===== src/rtl/emc_defs.svh =====
// Register offsets, field positions, reset values and timing counts
`ifndef EMC_DEFS_SVH
`define EMC_DEFS_SVH
`define EMC_SFR_PAGE      8'h00
`define EMC_CFG_ADDR      8'hab
`define EMC_TC_ADDR       8'haf
`define EMC_CFG_RESET     8'h03
`define EMC_TC_RESET      8'hff
`define EMC_CFG_MODE_HI   3
`define EMC_CFG_MODE_LO   2
`define EMC_CFG_ALE_HI    1
`define EMC_CFG_ALE_LO    0
`define EMC_TC_SETUP_HI   7
`define EMC_TC_SETUP_LO   6
`define EMC_TC_STROBE_HI  5
`define EMC_TC_STROBE_LO  2
`define EMC_TC_HOLD_HI    1
`define EMC_TC_HOLD_LO    0
`define EMC_FIXED_CYCLES  6'h04
`define EMC_TAIL_LOAD     4'h2
`endif


===== src/rtl/emc_pkg.sv =====
// Types shared by the external memory interface
package emc_pkg;
  // Interface operating modes
  typedef enum logic [1:0] {
    EMC_MODE_INTERNAL  = 2'b00,
    EMC_MODE_SPLIT     = 2'b01,
    EMC_MODE_SPLIT_BS  = 2'b10,
    EMC_MODE_EXTERNAL  = 2'b11
  } emc_mode_t;
  // Access sequencer states
  typedef enum logic [2:0] {
    EMC_IDLE, EMC_START, EMC_ALE_HI, EMC_ALE_LO, EMC_SETUP, EMC_STROBE, EMC_HOLD, EMC_TAIL
  } emc_st_t;
  // Whole module state
  typedef struct packed {
    emc_st_t    st;
    logic [3:0] cnt;
    logic [1:0] mode;
    logic [1:0] alew;
    logic [7:0] tc;
    logic [1:0] setup_cyc;
    logic [3:0] strobe_cyc;
    logic [1:0] hold_cyc;
    logic [1:0] aw;
    logic       mux;
    logic       wr;
    logic [15:0] addr;
    logic [7:0] wdata;
    logic [7:0] rdata;
    logic [7:0] sfr_rdata;
    logic       done;
    logic       offchip;
    logic       ale;
    logic       rd_n;
    logic       wr_n;
    logic       ad_oe_n;
    logic [7:0] ad_out;
    logic [7:0] s1;
    logic [7:0] s2;
    logic [7:0] s3;
  } emc_state_t;
endpackage


===== src/rtl/emc_ext_mem_if.sv =====
// External memory interface: configuration registers and access sequencer
// Operation
// - Mode field picks internal, split, or external
// - Latch strobe phases last field plus one
// - Upper configuration bits read zero, ignore writes
// - Configuration at 0xAB, resets mode 00, width 11
// - Timing register at 0xAF, fields, resets ones
// - External-only mode sends all moves off-chip
// - Access lasts timing plus four, plus latch
// - Setup field gives zero to three cycles
`timescale 1ns/1ps
`include "emc_defs.svh"
module emc_ext_mem_if
  import emc_pkg::*;
#(
  parameter logic [15:0] XRAM_SIZE = 16'h1000  // On-chip expansion RAM boundary
) (
  input  wire logic        clock,
  input  wire logic        rst,
  input  wire logic [7:0]  sfr_page,     // Special-register page
  input  wire logic [7:0]  sfr_addr,     // Special-register address
  input  wire logic        sfr_wr,       // Register write strobe
  input  wire logic [7:0]  sfr_wdata,    // Register write data
  output logic      [7:0]  sfr_rdata,    // Registered read data
  input  wire logic        mux_en,       // Multiplexed address/data operation
  input  wire logic        xmove_req,    // External data-move request
  input  wire logic        xmove_write,  // Move direction, high for write
  input  wire logic [15:0] xmove_addr,   // Effective address
  input  wire logic [7:0]  xmove_wdata,  // Write data
  output logic             xmove_ready,  // Sequencer can take a request
  output logic             xmove_done,   // Access finished pulse
  output logic             xmove_offchip,// Finished access went off-chip
  output logic      [7:0]  xmove_rdata,  // Read data of last access
  output logic      [7:0]  addr_hi,      // Address pins 15:8
  output logic      [7:0]  addr_lo,      // Address pins 7:0, non-multiplexed
  input  wire logic [7:0]  ad_in,        // Data pins, input side
  output logic      [7:0]  ad_out,       // Data pins, output side
  output logic             ad_oe_n,      // Data pins enable, low drives
  output logic             ale,          // Address latch strobe
  output logic             rd_n,         // Read strobe, active low
  output logic             wr_n          // Write strobe, active low
);

  emc_state_t q;  // Registered state
  emc_state_t d;  // Next state

  // Decide whether an address goes off-chip in a given mode
  function automatic logic is_offchip(input logic [1:0] m, input logic [15:0] a);
    logic r;
    r = 1'b0;
    if (m == EMC_MODE_EXTERNAL) begin
      r = 1'b1;
    end else if (m == EMC_MODE_SPLIT || m == EMC_MODE_SPLIT_BS) begin
      r = (a >= XRAM_SIZE);
    end
    return r;
  endfunction

  // Leave the latch or start phase: setup if any, else strobe
  function automatic emc_state_t after_addr(input emc_state_t s);
    emc_state_t r;
    r = s;
    if (s.setup_cyc != 2'h0) begin
      r.st  = EMC_SETUP;
      r.cnt = {2'h0, s.setup_cyc - 2'h1};
    end else begin
      r.st   = EMC_STROBE;
      r.cnt  = s.strobe_cyc;
      r.rd_n = s.wr;
      r.wr_n = ~s.wr;
    end
    r.ad_out  = s.wdata;
    r.ad_oe_n = ~s.wr;
    return r;
  endfunction

  // Begin the strobe phase after setup
  function automatic emc_state_t to_strobe(input emc_state_t s);
    emc_state_t r;
    r      = s;
    r.st   = EMC_STROBE;
    r.cnt  = s.strobe_cyc;
    r.rd_n = s.wr;
    r.wr_n = ~s.wr;
    return r;
  endfunction

  // Next-state logic
  always_comb begin
    d      = q;
    d.done = 1'b0;
    d.s1   = ad_in;
    d.s2   = q.s1;
    d.s3   = q.s2;
    // Register read, unmapped reads zero
    if (sfr_page == `EMC_SFR_PAGE && sfr_addr == `EMC_CFG_ADDR) begin
      d.sfr_rdata = {4'h0, q.mode, q.alew};
    end else if (sfr_page == `EMC_SFR_PAGE && sfr_addr == `EMC_TC_ADDR) begin
      d.sfr_rdata = q.tc;
    end else begin
      d.sfr_rdata = 8'h00;
    end
    // Register write, upper bits dropped
    if (sfr_wr && sfr_page == `EMC_SFR_PAGE && sfr_addr == `EMC_CFG_ADDR) begin
      d.mode = sfr_wdata[`EMC_CFG_MODE_HI:`EMC_CFG_MODE_LO];
      d.alew = sfr_wdata[`EMC_CFG_ALE_HI:`EMC_CFG_ALE_LO];
    end else if (sfr_wr && sfr_page == `EMC_SFR_PAGE && sfr_addr == `EMC_TC_ADDR) begin
      d.tc = sfr_wdata;
    end
    // Filter holds the strobe's last cycle and the next: take read data
    if (!q.wr && q.s2 == q.s3 && ((q.st == EMC_TAIL && q.cnt == {2'h0, q.hold_cyc})
        || (q.st == EMC_HOLD && q.cnt == 4'h0 && q.hold_cyc == 2'h3))) begin
      d.rdata = q.s3;
    end
    // Access sequencer
    case (q.st)
      EMC_IDLE: begin
        if (xmove_req) begin
          d.wr    = xmove_write;
          d.addr  = xmove_addr;
          d.wdata = xmove_wdata;
          d.offchip = is_offchip(q.mode, xmove_addr);
          if (is_offchip(q.mode, xmove_addr)) begin
            // Timing snapshot for the whole access
            d.st  = EMC_START;
            d.setup_cyc  = q.tc[`EMC_TC_SETUP_HI:`EMC_TC_SETUP_LO];
            d.strobe_cyc = q.tc[`EMC_TC_STROBE_HI:`EMC_TC_STROBE_LO];
            d.hold_cyc   = q.tc[`EMC_TC_HOLD_HI:`EMC_TC_HOLD_LO];
            d.aw  = q.alew;
            d.mux = mux_en;
          end else begin
            d.done = 1'b1;  // On-chip move completes at once
          end
        end
      end
      EMC_START: begin
        if (q.mux) begin
          d.st      = EMC_ALE_HI;
          d.cnt     = {2'h0, q.aw};
          d.ale     = 1'b1;
          d.ad_out  = q.addr[7:0];
          d.ad_oe_n = 1'b0;
        end else begin
          d = after_addr(d);
        end
      end
      EMC_ALE_HI: begin
        if (q.cnt == 4'h0) begin
          d.st  = EMC_ALE_LO;
          d.cnt = {2'h0, q.aw};
          d.ale = 1'b0;
        end else begin
          d.cnt = q.cnt - 4'h1;
        end
      end
      EMC_ALE_LO: begin
        if (q.cnt == 4'h0) begin
          d = after_addr(d);
        end else begin
          d.cnt = q.cnt - 4'h1;
        end
      end
      EMC_SETUP: begin
        if (q.cnt == 4'h0) begin
          d = to_strobe(d);
        end else begin
          d.cnt = q.cnt - 4'h1;
        end
      end
      EMC_STROBE: begin
        if (q.cnt == 4'h0) begin
          d.rd_n = 1'b1;
          d.wr_n = 1'b1;
          if (q.hold_cyc != 2'h0) begin
            d.st  = EMC_HOLD;
            d.cnt = {2'h0, q.hold_cyc - 2'h1};
          end else begin
            d.st  = EMC_TAIL;
            d.cnt = `EMC_TAIL_LOAD;
          end
        end else begin
          d.cnt = q.cnt - 4'h1;
        end
      end
      EMC_HOLD: begin
        if (q.cnt == 4'h0) begin
          d.st  = EMC_TAIL;
          d.cnt = `EMC_TAIL_LOAD;
        end else begin
          d.cnt = q.cnt - 4'h1;
        end
      end
      EMC_TAIL: begin
        if (q.cnt == 4'h0) begin
          d.st      = EMC_IDLE;
          d.done    = 1'b1;
          d.ad_oe_n = 1'b1;
        end else begin
          d.cnt = q.cnt - 4'h1;
        end
      end
      default: begin
        d.st = EMC_IDLE;
      end
    endcase
  end

  // State register
  always_ff @(posedge clock or posedge rst) begin
    if (rst) begin
      q         <= '0;
      q.mode    <= 2'(`EMC_CFG_RESET >> `EMC_CFG_MODE_LO);
      q.alew    <= 2'(`EMC_CFG_RESET);
      q.tc      <= `EMC_TC_RESET;
      q.rd_n    <= 1'b1;
      q.wr_n    <= 1'b1;
      q.ad_oe_n <= 1'b1;
    end else begin
      q <= d;
    end
  end

  // Output drive
  assign sfr_rdata     = q.sfr_rdata;
  assign xmove_ready   = (q.st == EMC_IDLE);
  assign xmove_done    = q.done;
  assign xmove_offchip = q.offchip;
  assign xmove_rdata   = q.rdata;
  assign addr_hi       = q.addr[15:8];
  assign addr_lo       = q.addr[7:0];
  assign ad_out        = q.ad_out;
  assign ad_oe_n       = q.ad_oe_n;
  assign ale           = q.ale;
  assign rd_n          = q.rd_n;
  assign wr_n          = q.wr_n;

  // Helper counters for checks
  logic [5:0] busy_cnt;   // Cycles of current off-chip access
  logic [3:0] ale_cnt;    // Cycles of latch strobe high
  logic [4:0] strb_cnt;   // Cycles of read or write strobe
  logic [1:0] setup_cnt;  // Cycles spent in setup
  logic [5:0] exp_len;    // Expected access length
  always_ff @(posedge clock or posedge rst) begin
    if (rst) begin
      busy_cnt  <= 6'h00;
      ale_cnt   <= 4'h0;
      strb_cnt  <= 5'h00;
      setup_cnt <= 2'h0;
    end else begin
      busy_cnt  <= (q.st != EMC_IDLE) ? busy_cnt + 6'h01 : 6'h00;
      ale_cnt   <= q.ale ? ale_cnt + 4'h1 : 4'h0;
      strb_cnt  <= (!q.rd_n || !q.wr_n) ? strb_cnt + 5'h01 : 5'h00;
      setup_cnt <= (q.st == EMC_SETUP) ? setup_cnt + 2'h1 : 2'h0;
    end
  end
  assign exp_len = `EMC_FIXED_CYCLES + {4'h0, q.setup_cyc} + {2'h0, q.strobe_cyc}
                 + 6'h01 + {4'h0, q.hold_cyc} + (q.mux ? {3'h0, q.aw, 1'b0} + 6'h02 : 6'h00);
endmodule // emc_ext_mem_if


===== config.mk =====
export PLATFORM = sky130hd
export DESIGN_NAME = emc_ext_mem_if
export DESIGN_NICKNAME = d
export VERILOG_FILES = /design/src/rtl/emc_pkg.sv /design/src/rtl/emc_ext_mem_if.sv
export VERILOG_INCLUDE_DIRS = /design/src /design/src/rtl
export SDC_FILE = /design/constraint.sdc
export NUM_CORES = 1
export LEC_CHECK = 0
export ABC_CLOCK_PERIOD_IN_PS = 3800
export BUFFER_PORTS_ARGS = -buffer_cell sky130_fd_sc_hd__buf_2
export CAP_MARGIN = 20
export CORE_MARGIN = 4
export CORE_UTILIZATION = 51
export DETAILED_ROUTE_END_ITERATION = 8
export GPL_TIMING_DRIVEN = 0
export PLACE_DENSITY = 0.76
export SKIP_LAST_GASP = 1
export SLEW_MARGIN = 20
export SYNTH_ARGS = -nofsm -noshare
export SYNTH_HDL_FRONTEND = slang
export SYNTH_SLANG_ARGS = --single-unit
export TNS_END_PERCENT = 10

===== constraint.sdc =====
create_clock -name clock -period 3.8 [get_ports clock]
set_input_delay 0.38 -clock clock [delete_from_list [all_inputs] [get_ports clock]]
set_output_delay 0.38 -clock clock [all_outputs]
set_load 0.01 [all_outputs]

==> results.yml <==
setup_path:
  critical_path_buf_inv_count: 1
  start_kind: "register"
  slowest_stage: "nor4_4"
  r2r_cells: 7
  crit_family: "simple AND/OR/NAND/NOR gates"
  path_cells: "inv_1 > ha_1 > nor3b_4 > nand4_1 > o31a_1 > nor4_4 > mux2_2"
  cp.arrival_ns: 2.73
  cpPeakStageDelay_ns: 0.44
  cp-end-kind: "register"
  reg2reg_from: "q[102]$_DFFE_PP0P_"
  critPathKind: "reg -> reg"
  r2r_slack_ns: 1.33
  cp.required_ns: 4.06
  worstReg2RegEnd: "xmove_rdata[2]$_DFFE_PP0P_"
  crit_path_max_fanout: 8
sta:
  setup_tns_ns: 0
  setup_ws_ns: 1.329
  clock.fmax_ghz: 0.4048
  final.setup_skew_ns: 0.02153
  hold_ws_ns: -0.0004736
  final_hold_viol_count: 2
  rsz0062_at_grt: "no"
  period_minus_slack_ns: 2.471
  maxSlewViolCount: 0
  period_share_pct: 65.01
  slew_headroom_pct: 55.29
  worst_slew_pin_slew_ns: 0.6620
  setup_viol: 0
cts:
  cts.path.max_buffers: 2
  tritoncts: "done"
  post_cts_resized: 0
  cts_sinks: 109
  path_clk_slew_ns: 0.11
  clk-insertion-delay-late_ns: 0.38
  post_cts_buffers: 0
  numCtsBuffers: 9
  holdBufCountCts: 0
  cts_root_buffer: "clkbuf_8"
  h-tree-depth: 3
grt:
  grt_pass1_wl_um: 16880
  overflow: 0
  grt_antenna_before_repair: 0
  grt_max_degree: 66
  first_global_vias: 3445
  grt_usage_pct: 18.81
synthesis:
  syn-num-nets: 462
  synth_edf_count: 0
  synth_ff_type: "dfrtp_1"
  async_flop_share_pct: 100.0
  seq_area_frac_synth_pct: 55.82
  ys_types: 56
  syn-cell-area_um2: 4916
  avgSynthCellArea_um2: 12.48
  netlist_instances: 394
  yosys_register_bits: 109
  ys_warn_count: 0
status:
  status: "finished, violations left"
  violations: "negative hold slack"
finish:
  fin_util_pct: 62.72
  antenna_cells: 0
  most-common-layout-cells: "116 x buf_2, 96 x dfrtp_1, 59 x mux2_2"
  area_growth_syn_to_layout_pct: 19.01
  fin_nets: 582
  final_cells: 648
  layout-drive-gt1-share_pct: 50.10
  final_common_cell: "buf_2"
die:
  core_um2: 9328
  start_util_pct: 52.70
  die_area_um2: 11270
  rows: 35
  die_width_um: 106.2
  die_h_um: 106.2
  ioPinCount: 109
pwr:
  finalPower_mw: 3.607
  power.density_nw_per_um2: 616.5
  leakage_nw: 2.918
  peakVddDrop_mv: 0.3624
detailed_routing:
  detail_route.vias_per_cell: 5.097
  routedWlPerCell_um: 15.47
  route.detailed.drc: 0
  top_layer: "met4"
  drt.antenna.violating_nets: 0
  wl_met3_um: 721
  num_vias: 3303
  drt-met1-wl_um: 4482
  wl_met2_um: 4751
  wirelength_um: 10030
  dr.pass1.iters: 5
  dr.first_iter.drc_count: 130
hold_path:
  min_path_type: "in -> async"
placed_design:
  gp_congestion: 0.8676
  dp_hpwl_um: 7366
  dp_slack_ns: 1.345
  dp.cells: 632
  numPortBuffers: 108
run:
  maxCapViolCount: 0
[per-layer routing]
layer	track usage [%]	vias up
met5	0	-
met4	6.475	0
met3	4.432	4
met2	29.50	123
met1	25.74	1598
li1	-	1578
[power breakdown]
part           internal (mW)  switching (mW)  total, mW
registers               1.42           0.160       1.58
logic                  0.677           0.654       1.33
clock network          0.274           0.420      0.693
total                   2.37            1.23       3.61
[worst register-to-register path, stage by stage (launching register included)]
cell     delay, ns
dfrtp_1       0.43
inv_1         0.13
ha_1          0.24
nor3b_4       0.42
nand4_1       0.14
o31a_1        0.16
nor4_4        0.44
mux2_2        0.40
[cell families after synthesis]
kind of cell / after synthesis / share of synthesized area, %
AOI/OAI and AO/OA: 58 / 7.942
xor gates and xnor gates: 11 / 1.960
adders and majority gates: 6 / 1.527
buffers and inverters: 64 / 8.450
DFF: 109 / 55.82
muxes: 68 / 15.35
and+or+nand+nor: 78 / 8.960
[how the worst max path moves through the flow]
stage,start,to,cells after the start,slack [ns]
after floorplan,rst,ad_out[0]$_DFFE_PP0P_,1,0.57
after global placement,rst,sfr_rdata[0]$_DFF_PP0_,2,-0.56
after detailed placement,q[102]$_DFFE_PP0P_,xmove_rdata[2]$_DFFE_PP0P_,7,1.34
after CTS,q[102]$_DFFE_PP0P_,xmove_rdata[2]$_DFFE_PP0P_,7,1.34
after global routing,q[102]$_DFFE_PP0P_,xmove_rdata[1]$_DFFE_PP0P_,7,1.14
final,q[102]$_DFFE_PP0P_,xmove_rdata[2]$_DFFE_PP0P_,7,1.33
[metrics by stage]
| step | area, um^2 | hold slack [ns] |
|---|---|---|
| after floorplan | 4916 | 0.3312 |
| after global placement | 5618 | 0.3336 |
| after detailed placement | 5650 | 0.3347 |
| after CTS | 5851 | 0.006531 |
| after global routing | 5851 | 0.01573 |
| final | 5851 | -0.0004736 |
[final cells by class]
class / instances / area (um^2)
well taps: 129 / 161.4
clock buffers: 10 / 137.6
flip-flops and latches: 109 / 2744
repair buffers: 109 / 568.0
inverters: 9 / 38.79
fillers: 786 / 3477
multi-input cells: 221 / 1757
clock inverters: 6 / 62.56
plain buffers: 55 / 381.6
[registers in the layout, summed over array words and instances (netlist names)]
name / flops
q: 63
rd_n: 1
ad_out: 8
xmove_rdata: 8
ale: 1
addr_lo: 8
ad_oe_n: 1
sfr_rdata: 8
wr_n: 1
addr_hi: 8
xmove_offchip: 1
xmove_done: 1
[cell usage after synthesis, types with 6 or more instances]
cell type / number / area share [%]
buf_4: 40 / 6.1
buf_2: 8 / 0.81
nor2_1: 27 / 2.1
dfstp_2: 13 / 6.9
a22o_1: 6 / 1.1
dfrtp_1: 96 / 49
inv_1: 9 / 0.69
a21oi_1: 19 / 1.9
o21ai_0: 10 / 1.0
nand3_1: 6 / 0.61
mux2i_1: 9 / 1.8
ha_1: 6 / 1.5
nand2_1: 14 / 1.1
xor2_1: 7 / 1.2
mux2_2: 59 / 14
Power figures use the tool's default switching activity.
